$ cat src/hw/ppc_cfg.svh
// Constants for the parallel I/O device controller.
`ifndef PPC_CFG_SVH
`define PPC_CFG_SVH
`define PPC_SEL_PORT_A    2'h0
`define PPC_SEL_PORT_B    2'h1
`define PPC_SEL_PORT_C    2'h2
`define PPC_SEL_CONTROL   2'h3
`define PPC_CW_MODE_BIT   7
`define PPC_CW_BITSEL_HI  3
`define PPC_CW_BITSEL_LO  1
`define PPC_CW_BITVAL     0
`define PPC_CW_DIR_A      4
`define PPC_CW_DIR_CU     3
`define PPC_CW_DIR_B      1
`define PPC_CW_DIR_CL     0
`define PPC_CW_MODE0_ALL  8'h80
`define PPC_SETUP_NS      30
`define PPC_PULSE_NS      300
`define PPC_RECOVER_NS    1000
`define PPC_CLK_NS        4
`define PPC_SETUP_CYC     ((`PPC_SETUP_NS + `PPC_CLK_NS - 1) / `PPC_CLK_NS)
`define PPC_PULSE_CYC     ((`PPC_PULSE_NS + `PPC_CLK_NS - 1) / `PPC_CLK_NS)
`define PPC_RECOVER_CYC   ((`PPC_RECOVER_NS + `PPC_CLK_NS - 1) / `PPC_CLK_NS)
`endif

$ cat src/hw/ppc_pkg.sv
// Types for the parallel I/O device controller.
package ppc_pkg;
  typedef enum logic [2:0] {
    ST_IDLE    = 3'b000,
    ST_SETUP   = 3'b001,
    ST_STROBE  = 3'b010,
    ST_HOLD    = 3'b011,
    ST_RECOVER = 3'b100
  } ppc_state_e;
  typedef enum logic [1:0] {
    OP_WRITE  = 2'b00,
    OP_READ   = 2'b01,
    OP_BITSR  = 2'b10,
    OP_MODE   = 2'b11
  } ppc_op_e;
endpackage

$ cat src/hw/ppc_sync.sv
// Two-flop synchroniser for pin inputs.
`timescale 1ns/1ps
module ppc_sync #(
  parameter int W = 8
) (
  input  wire logic         clk_sys_i,
  input  wire logic         rstn_i,
  input  wire logic [W-1:0] async_i,
  output logic      [W-1:0] sync_o
);
  logic [W-1:0] meta;
  // Only the second stage is read outside; the first settles metastability.
  always_ff @(posedge clk_sys_i or negedge rstn_i) begin
    if (!rstn_i) begin
      meta   <= '0;
      sync_o <= '0;
    end else begin
      meta   <= async_i;
      sync_o <= meta;
    end
  end
endmodule

$ cat src/hw/ppc_host.sv
// Host controller that drives the parallel I/O device over its bus pins.
//
// Function
// - Drive chip select low for every access.
// - Present port select with the strobe.
// - Never read control address; bus floats idle.
// - One control write sets any mode.
// - Upper C outputs via port C writes or bit set/reset.
`timescale 1ns/1ps
`include "ppc_cfg.svh"
module ppc_host #(
  parameter int SETUP_CYC   = `PPC_SETUP_CYC,
  parameter int PULSE_CYC   = `PPC_PULSE_CYC,
  parameter int RECOVER_CYC = `PPC_RECOVER_CYC
) (
  input  wire logic       clk_sys_i,
  input  wire logic       rstn_i,
  input  wire logic       req_valid_i,
  input  wire logic [1:0] req_op_i,
  input  wire logic [1:0] req_port_i,
  input  wire logic [7:0] req_data_i,
  input  wire logic [2:0] req_bit_i,
  output logic            req_ready_o,
  output logic            rsp_valid_o,
  output logic [7:0]      rsp_data_o,
  output logic            req_error_o,
  output logic            dev_reset_o,
  output logic            cs_n_o,
  output logic            rd_n_o,
  output logic            wr_n_o,
  output logic            port_select_lo_o,
  output logic            port_select_hi_o,
  input  wire logic [7:0] dbus_i,
  output logic [7:0]      dbus_o,
  output logic            dbus_oe_o
);
  // Read data crosses two sync flops, so a strobe shorter than three cycles samples stale data;
  // the 10-bit counter bounds every count from above.
  if (SETUP_CYC < 1 || PULSE_CYC < 3 || RECOVER_CYC < 1 ||
      RECOVER_CYC > 1023 || PULSE_CYC > 1023 || SETUP_CYC > 1023) begin : g_bad_timing
    $error("ppc_host: timing counts out of range");
  end

  typedef struct packed {
    ppc_pkg::ppc_state_e state;
    logic [9:0]          cnt;
    logic                is_read;
    logic [1:0]          sel;
    logic [7:0]          wdata;
    logic                ready;
    logic                rsp_valid;
    logic [7:0]          rsp_data;
    logic                error;
    logic                dev_reset;
    logic                cs_n;
    logic                rd_n;
    logic                wr_n;
    logic                oe;
  } ppc_host_s;

  ppc_host_s r;
  ppc_host_s next_r;
  logic [7:0] dbus_sync;

  // Read data comes from the device pins, so it is synchronised first.
  ppc_sync #(.W(8)) u_sync (
    .clk_sys_i (clk_sys_i),
    .rstn_i    (rstn_i),
    .async_i   (dbus_i),
    .sync_o    (dbus_sync)
  );

  // Sequencer: setup, strobe pulse, hold, then recovery before the next access.
  always_comb begin
    next_r           = r;
    next_r.rsp_valid = 1'b0;
    next_r.error     = 1'b0;
    case (r.state)
      ppc_pkg::ST_IDLE: begin
        next_r.dev_reset = 1'b0;
        if (req_valid_i && r.ready) begin
          next_r.ready   = 1'b0;
          next_r.cnt     = 10'(SETUP_CYC);
          next_r.is_read = 1'b0;
          next_r.wdata   = req_data_i;
          next_r.sel     = req_port_i;
          case (ppc_pkg::ppc_op_e'(req_op_i))
            ppc_pkg::OP_READ: begin
              next_r.is_read = 1'b1;
              if (req_port_i == `PPC_SEL_CONTROL) begin
                // Control register is write only; refuse locally.
                next_r.error = 1'b1;
                next_r.ready = 1'b1;
              end
            end
            ppc_pkg::OP_BITSR: begin
              next_r.sel   = `PPC_SEL_CONTROL;
              next_r.wdata = {4'h0, req_bit_i, req_data_i[0]};
            end
            ppc_pkg::OP_MODE: begin
              next_r.sel   = `PPC_SEL_CONTROL;
              next_r.wdata = req_data_i | `PPC_CW_MODE0_ALL;
            end
            default: begin
              // Port C writes are legal and outputs in both nibbles follow.
              next_r.sel = req_port_i;
            end
          endcase
          if (!(next_r.is_read && req_port_i == `PPC_SEL_CONTROL)) begin
            next_r.state = ppc_pkg::ST_SETUP;
            next_r.cs_n  = 1'b0;
            next_r.oe    = !next_r.is_read;
          end
        end
      end
      ppc_pkg::ST_SETUP: begin
        // Address and select stand before the strobe falls.
        if (r.cnt <= 10'h001) begin
          next_r.state = ppc_pkg::ST_STROBE;
          next_r.cnt   = 10'(PULSE_CYC);
          next_r.rd_n  = !r.is_read;
          next_r.wr_n  = r.is_read;
        end else begin
          next_r.cnt = r.cnt - 10'h001;
        end
      end
      ppc_pkg::ST_STROBE: begin
        if (r.cnt <= 10'h001) begin
          // Data is sampled just before the read strobe rises.
          if (r.is_read) begin
            next_r.rsp_data = dbus_sync;
          end
          next_r.state = ppc_pkg::ST_HOLD;
          next_r.rd_n  = 1'b1;
          next_r.wr_n  = 1'b1;
        end else begin
          next_r.cnt = r.cnt - 10'h001;
        end
      end
      ppc_pkg::ST_HOLD: begin
        // One hold cycle keeps data and address past the strobe's rise.
        next_r.state     = ppc_pkg::ST_RECOVER;
        next_r.cs_n      = 1'b1;
        next_r.oe        = 1'b0;
        next_r.cnt       = 10'(RECOVER_CYC);
        next_r.rsp_valid = 1'b1;
      end
      ppc_pkg::ST_RECOVER: begin
        if (r.cnt <= 10'h001) begin
          next_r.state = ppc_pkg::ST_IDLE;
          next_r.ready = 1'b1;
        end else begin
          next_r.cnt = r.cnt - 10'h001;
        end
      end
      default: begin
        next_r.state = ppc_pkg::ST_IDLE;
      end
    endcase
  end

  // State register; controller reset loads device reset high, and it drops on the first clock after release.
  always_ff @(posedge clk_sys_i or negedge rstn_i) begin
    if (!rstn_i) begin
      r           <= '0;
      r.state     <= ppc_pkg::ST_IDLE;
      r.ready     <= 1'b1;
      r.dev_reset <= 1'b1;
      r.cs_n      <= 1'b1;
      r.rd_n      <= 1'b1;
      r.wr_n      <= 1'b1;
    end else begin
      r <= next_r;
    end
  end

  assign req_ready_o      = r.ready;
  assign rsp_valid_o      = r.rsp_valid;
  assign rsp_data_o       = r.rsp_data;
  assign req_error_o      = r.error;
  assign dev_reset_o      = r.dev_reset;
  assign cs_n_o           = r.cs_n;
  assign rd_n_o           = r.rd_n;
  assign wr_n_o           = r.wr_n;
  assign port_select_lo_o = r.sel[0];
  assign port_select_hi_o = r.sel[1];
  assign dbus_o           = r.wdata;
  assign dbus_oe_o        = r.oe;

  // Strobes only while chip select is low.
  a_strobe_needs_cs: assert property (@(posedge clk_sys_i) disable iff (!rstn_i)
    (!rd_n_o || !wr_n_o) |-> !cs_n_o) else $error("strobe without chip select");
  a_no_dual_strobe: assert property (@(posedge clk_sys_i) disable iff (!rstn_i)
    !(!rd_n_o && !wr_n_o)) else $error("read and write together");
  a_no_ctrl_read: assert property (@(posedge clk_sys_i) disable iff (!rstn_i)
    !rd_n_o |-> {port_select_hi_o, port_select_lo_o} != `PPC_SEL_CONTROL)
    else $error("read of control address");
  a_bus_off_read: assert property (@(posedge clk_sys_i) disable iff (!rstn_i)
    !rd_n_o |-> !dbus_oe_o) else $error("bus driven during read");
  a_write_drives: assert property (@(posedge clk_sys_i) disable iff (!rstn_i)
    !wr_n_o |-> dbus_oe_o) else $error("write without bus drive");
  a_sel_stable: assert property (@(posedge clk_sys_i) disable iff (!rstn_i)
    (!wr_n_o && !$past(wr_n_o)) |-> $stable({port_select_hi_o, port_select_lo_o, dbus_o}))
    else $error("address or data moved under write");
  a_single_commit: assert property (@(posedge clk_sys_i) disable iff (!rstn_i)
    $rose(wr_n_o) |=> wr_n_o [*2]) else $error("write strobe repeated");
  a_bitsr_form: assert property (@(posedge clk_sys_i) disable iff (!rstn_i)
    (!wr_n_o && {port_select_hi_o, port_select_lo_o} == `PPC_SEL_CONTROL) |->
    (dbus_o[7] || dbus_o[6:4] == 3'h0)) else $error("malformed control word");
  a_response_after: assert property (@(posedge clk_sys_i) disable iff (!rstn_i)
    $rose(rd_n_o) |=> rsp_valid_o) else $error("missing response");

  c_read: cover property (@(posedge clk_sys_i) disable iff (!rstn_i) $rose(rd_n_o));
  c_write: cover property (@(posedge clk_sys_i) disable iff (!rstn_i) $rose(wr_n_o));
  c_error: cover property (@(posedge clk_sys_i) disable iff (!rstn_i) req_error_o);
endmodule

$ cat config.mk
export PLATFORM = sky130hd
export DESIGN_NAME = ppc_host
export DESIGN_NICKNAME = d
export VERILOG_FILES = /design/src/hw/ppc_pkg.sv /design/src/hw/ppc_sync.sv /design/src/hw/ppc_host.sv
export VERILOG_INCLUDE_DIRS = /design/src /design/src/hw
export SDC_FILE = /design/constraint.sdc
export NUM_CORES = 1
export LEC_CHECK = 0
export BUFFER_PORTS_ARGS = -buffer_cell sky130_fd_sc_hd__buf_2
export CAP_MARGIN = 20
export CORE_MARGIN = 5
export CORE_UTILIZATION = 40
export DETAILED_ROUTE_END_ITERATION = 12
export GPL_ROUTABILITY_DRIVEN = 0
export HOLD_SLACK_MARGIN = 0.06
export SETUP_SLACK_MARGIN = 0.5
export SYNTH_ARGS = -nofsm -noshare
export SYNTH_HDL_FRONTEND = slang
export SYNTH_SLANG_ARGS = --single-unit
$ cat constraint.sdc
create_clock -name clk_sys_i -period 2.5 [get_ports clk_sys_i]
set_clock_uncertainty 0.2 [all_clocks]
set_input_delay 0.5 -clock clk_sys_i [delete_from_list [all_inputs] [get_ports clk_sys_i]]
set_output_delay 0.5 -clock clk_sys_i [all_outputs]
set_load 0.02 [all_outputs]
Word-level counts from Yosys, hierarchy flattened
Index checks and enable logic that the tools add are counted.

$lt $le $gt $ge: 1. Multiply operators: 0. Eq/ne operators: 14. Reduce and logical (&&, ||, !) cells: 18. Add/subtract/negate cells: 1. Muxes and demuxes: 30. Shifts and indexed selects: 0. Bitwise operators: 0. Divide/modulo/power cells: 0.

Operator list (count): $pmux W10 S4 (1); $mux W25 (1); $mux W10 (2); $pmux W8 S2 (1); $pmux W3 S5 (1); $reduce_and A3 Y1 (5); $mux W1 (12); $mux W3 (4); $ne A2 B2 Y1 const B (6); $le A10 B1 Y1 const B (1); $sub A10 B1 Y10 const B (1); $mux W2 (4); $eq A2 B2 Y1 const B (3); $eq A3 B2 Y1 const B (2); $pmux W1 S2 (3); $reduce_bool A2 Y1 (3); $reduce_and A5 Y1 (1); $pmux W2 S2 (1); $reduce_bool A4 Y1 (1); $reduce_or A2 Y1 (2); $eq A3 B1 Y1 const B (1); $eq A3 B3 Y1 const B (1); $logic_not A3 Y1 (1); $eq A2 B1 Y1 const B (1); other kinds (3) (5).

Register bits: 56. Logic and storage cells: 80. RAM bits: 0. Memories kept: 0. Bits in latches: 0. Memory bits (read-only): 0.

Longest topological paths before layout
Depth in word-level cells: 8. Depth in mapped cells: 8. Mapped depth without buffers: 7.

By module
A second synthesis with hierarchy kept.

Cell total of the unflattened synthesis: 251. Area total of the unflattened synthesis: 2673.8 µm².

Modules (own cells, without submodules): ppc_host (times used 1, sequential area each 1007.2 µm², cells each 235, area an instance 2273.4 µm²); ppc_sync (times used 1, sequential area each 400.4 µm², cells each 16, area an instance 400.4 µm²).

Worst setup path after synthesis
No wires, ideal clock.

Kind: reg-to-reg. Start point: register r[27] (netlist bit). End point: register r (netlist bit rsp_data_o[0]). Buffers on the path: 1. Library setup time: 0.125 ns. Cell stages (with the launch flop): 8. Arrival: 1.892 ns. Setup slack: 0.283 ns. Cells stage by stage: dfrtp_1 -> inv_1 -> ha_1 -> o21ba_2 -> nand3_4 -> or4_4 -> buf_6 -> mux2_4.

Cells in the longest elaborated chain, start to end: 2.

RTL lines: start: declaration (line ppc_host.sv:61) `ppc_host_s r;`; start signal: assignment (line ppc_host.sv:173) `r <= next_r;`; $le A10 B1 Y1 (line ppc_host.sv:128) `if (r.cnt <= 10'h001) begin`; $reduce_and A3 Y1 (no source line).

No other way between the ends. A chain may end at the register's enable or synchronous reset.

Worst setup path in the final report
Start point: register r[33] (netlist bit). End point: register r (netlist bit rsp_data_o[7]).

Same word-level chain as after synthesis.

==> results_dict.tcl <==
set metrics [dict create \
    rows 29 \
    finalWorstSetupSlack_ns 0.342 \
    antenna_found_initial 0 \
    synthArstFlopShare 1.00 \
    crit_path_start "r[33]" \
    core_um2 6280 \
    power_density_nw_per_um2 457 \
    design.portCount 52 \
    syn_nets 262 \
    die_w_um 89.8 \
    drv_cap 0 \
    cp_slowest_stage_delay_ns 0.53 \
    cts_buffers 5 \
    grt_use_total 0.132 \
    cts_buffer_depth 2 \
    holdPathStages 1 \
    pre_cts_ws_ns 0.212 \
    crit_end "rsp_data_o[7]" \
    syn_inst 234 \
    yosys.area.top_type "dfrtp_1" \
    cts_max_level 2 \
    hold_ws_ns 0.0825 \
    critical_path_required_ns 2.51 \
    ff2ff_path_depth 5 \
    synth.distinct_cells 47 \
    worst-path-max-fanout 8 \
    rsz0062_at_grt "yes" \
    multiInputGateArea_um2 1080 \
    r2r_end "rsp_data_o[7]" \
    post-route-period-util 0.863 \
    tns_ns 0 \
    ys_warn_count 0 \
    wirelength_mm 5.44 \
    critPathKind "register to register" \
    synth_commonest_cells "dfrtp_1, o21ai_0, nand2_1, buf_4, nor2_1" \
    dr_wl_met3_um 293 \
    dr.max_layer_used "met4" \
    synth-edff-count 0 \
    intPower_mw 1.15 \
    dr_total_vias 1909 \
    place_hpwl_mm 3.47 \
    hold_viol_final 0 \
    die_area_um2 8060 \
    stdcell_area_um2 3260 \
    power_frac_clock 0.345 \
    worstPathArrival_ns 2.17 \
    met1Wirelength_mm 2.44 \
    slew_violations 0 \
    synth.most_common_cell "dfrtp_1" \
    n_fill_cell 562 \
    fin_nets 327 \
    ff2ff_setup_slack_ns 0.34 \
    switching_share 0.229 \
    avgSynthCellArea_um2 10.9 \
    initial_core_util 0.406 \
    clock.fmax_ghz 0.463 \
    antenna_cells 0 \
    dpl_cell_area_um2 2820 \
    drcViolationCount 0 \
    die_h_um 89.8 \
    port_buffers 51 \
    clkTransAtPathRegs_ns 0.10 \
    clkLatencyLatePin_ns 0.31 \
    ys_seq_area_frac 0.553 \
    setup_violations 0 \
    overflow 0 \
    cts_tree "done" \
    drt-wirelength-per-cell_um 14.4 \
    min_from "dbus_i[2]" \
    status "complete, no violations" \
    critPathLaunchType "register" \
    critPathTopFamily "simple AND/OR/NAND/NOR gates" \
    first_iter_violations 81 \
    slew_headroom 0.525 \
    drt-pass1-iter-count 4 \
    hp-class "input pin to register" \
    cts_sinks 56 \
    synthToLayoutAreaGrowth_pct 27.8 \
    grt_max_degree 34 \
    routed_via_density 5.06 \
    drive_gt1_frac 0.457 \
    grt_pass1_vias 1824 \
    fin_crit_ns 2.16 \
    wl_met2_mm 2.65 \
    vdd_ir_drop_max_mv 0.307 \
    seqPwrFrac 0.619 \
    p_switching_mw 0.342 \
    pwr-share-comb 0.036 \
    netlist_area_um2 2550 \
    cts_root_buf "clkbuf_8" \
    seq_area_um2 1410 \
    ys_ff_latch 56 \
    ant_nets 0 \
    worstSetupEndpointType "register" \
    grt_pass1_wl_mm 8.88 \
    cp_num_buf_inv 1 \
    ys.flop_type "dfrtp_1" \
    synth_area_leaders "dfrtp_1, dfstp_2, o21ai_0" \
    synth_top_area_frac 0.501 \
    slowest_stage "or4_4" \
    leakage_nw 1.56 \
    crit_cells 5 \
    tightest_slew_ns 0.710 \
    path_cells "nor3_1 > buf_4 > nand3_4 > or4_4 > mux2_4" \
    r2r_start "r[33]" \
]
==> per-layer routing <==
metal  vias to the layer above  track usage
met4                         0       0.0416
met5                         -            0
met3                         8       0.0384
li1                        935            -
met2                        47        0.202
met1                       919        0.179
==> area by class of cell <==
cell class	instances	share of cell area
Sequential cell	56	0.434
Timing Repair Buffer	84	0.168
Multi-Input combinational cell	144	0.331
Inverter	8	0.00922
Tap cell	77	0.0296
Clock inverter	3	0.00769
Clock buffer	5	0.0211
==> cell families after synthesis <==
| group | count (synthesis) | synth area share |
|---|---|---|
| xor+xnor | 1 | 0.00344 |
| buf+inv | 35 | 0.0791 |
| flops | 56 | 0.553 |
| simple gates | 63 | 0.129 |
| compound gates | 63 | 0.154 |
| mux | 14 | 0.0717 |
| fa+ha+maj | 2 | 0.00982 |
==> worst min-delay path by stage <==
stage                                   to  slack [ns]
after floorplan                  dbus_o[0]       0.004
after global placement    u_sync.sync_o[6]        0.13
after detailed placement  u_sync.sync_o[1]        0.14
after CTS                   u_sync.meta[2]        0.07
after global routing        u_sync.meta[2]        0.06
final                       u_sync.meta[2]        0.08
==> registers in the layout, indices dropped and copies added (netlist names) <==
name and count:
rd_n_o 1, req_ready_o 1, cs_n_o 1, port_select_lo_o 1, dbus_oe_o 1, port_select_hi_o 1
dev_reset_o 1, dbus_o 8, rsp_data_o 8, wr_n_o 1, rsp_valid_o 1, u_sync.sync_o 8
req_error_o 1, r 14, u_sync.meta 8
==> power groups by stage <==
stage                     Combinational [mW]  Clock, mW  Sequential (mW)
after floorplan                      0.00991          0            0.939
after global placement                0.0541          0            0.940
after detailed placement              0.0546          0            0.940
after CTS                             0.0559      0.538            0.922
after global routing                  0.0618      0.565            0.924
final                                 0.0534      0.513            0.922
==> placed cells by master, fill, tap and decap left out, drive strengths merged, types with 2 or more instances in the layout <==
cell type,count
o22a,2
buf,83
inv,10
or4,2
nand3,3
nand2b,3
a31oi,5
a32oi,2
mux2i,4
o31a,3
nor3,5
dfrtp,51
a211oi,3
a21oi,14
or3,4
nand2,23
o21ai,26
dfstp,5
nor2,15
ha,2
clkbuf,5
mux2,10
==> metrics by stage <==
step	utilization	total power [mW]	instances
global placement	0.450	0.994	343
detailed placement	0.450	0.994	343
finish	0.519	1.49	377
global route	0.519	1.55	377
floorplan	-	0.948	234
CTS	0.487	1.52	365
==> worst reg2reg max path: cells and delay by family, from the launching register on <==
family	cells	cell delay (ns)
buf+inv	1	0.20
simple gates	3	0.87
flops	1	0.45
mux	1	0.33
==> timing repair <==
| item | CTS | global route |
|---|---|---|
| gates cloned | 0 | 1 |
| resized for setup | 11 | 27 |
| endpoints found under the hold margin | 20 | 0 |
| buffers inserted | 13 | 11 |
| hold buffers | 1 | 0 |
| setup endpoints to repair | 24 | 22 |
| pin swaps | 6 | 9 |
No activity file was read; power rests on OpenSTA's default activity.
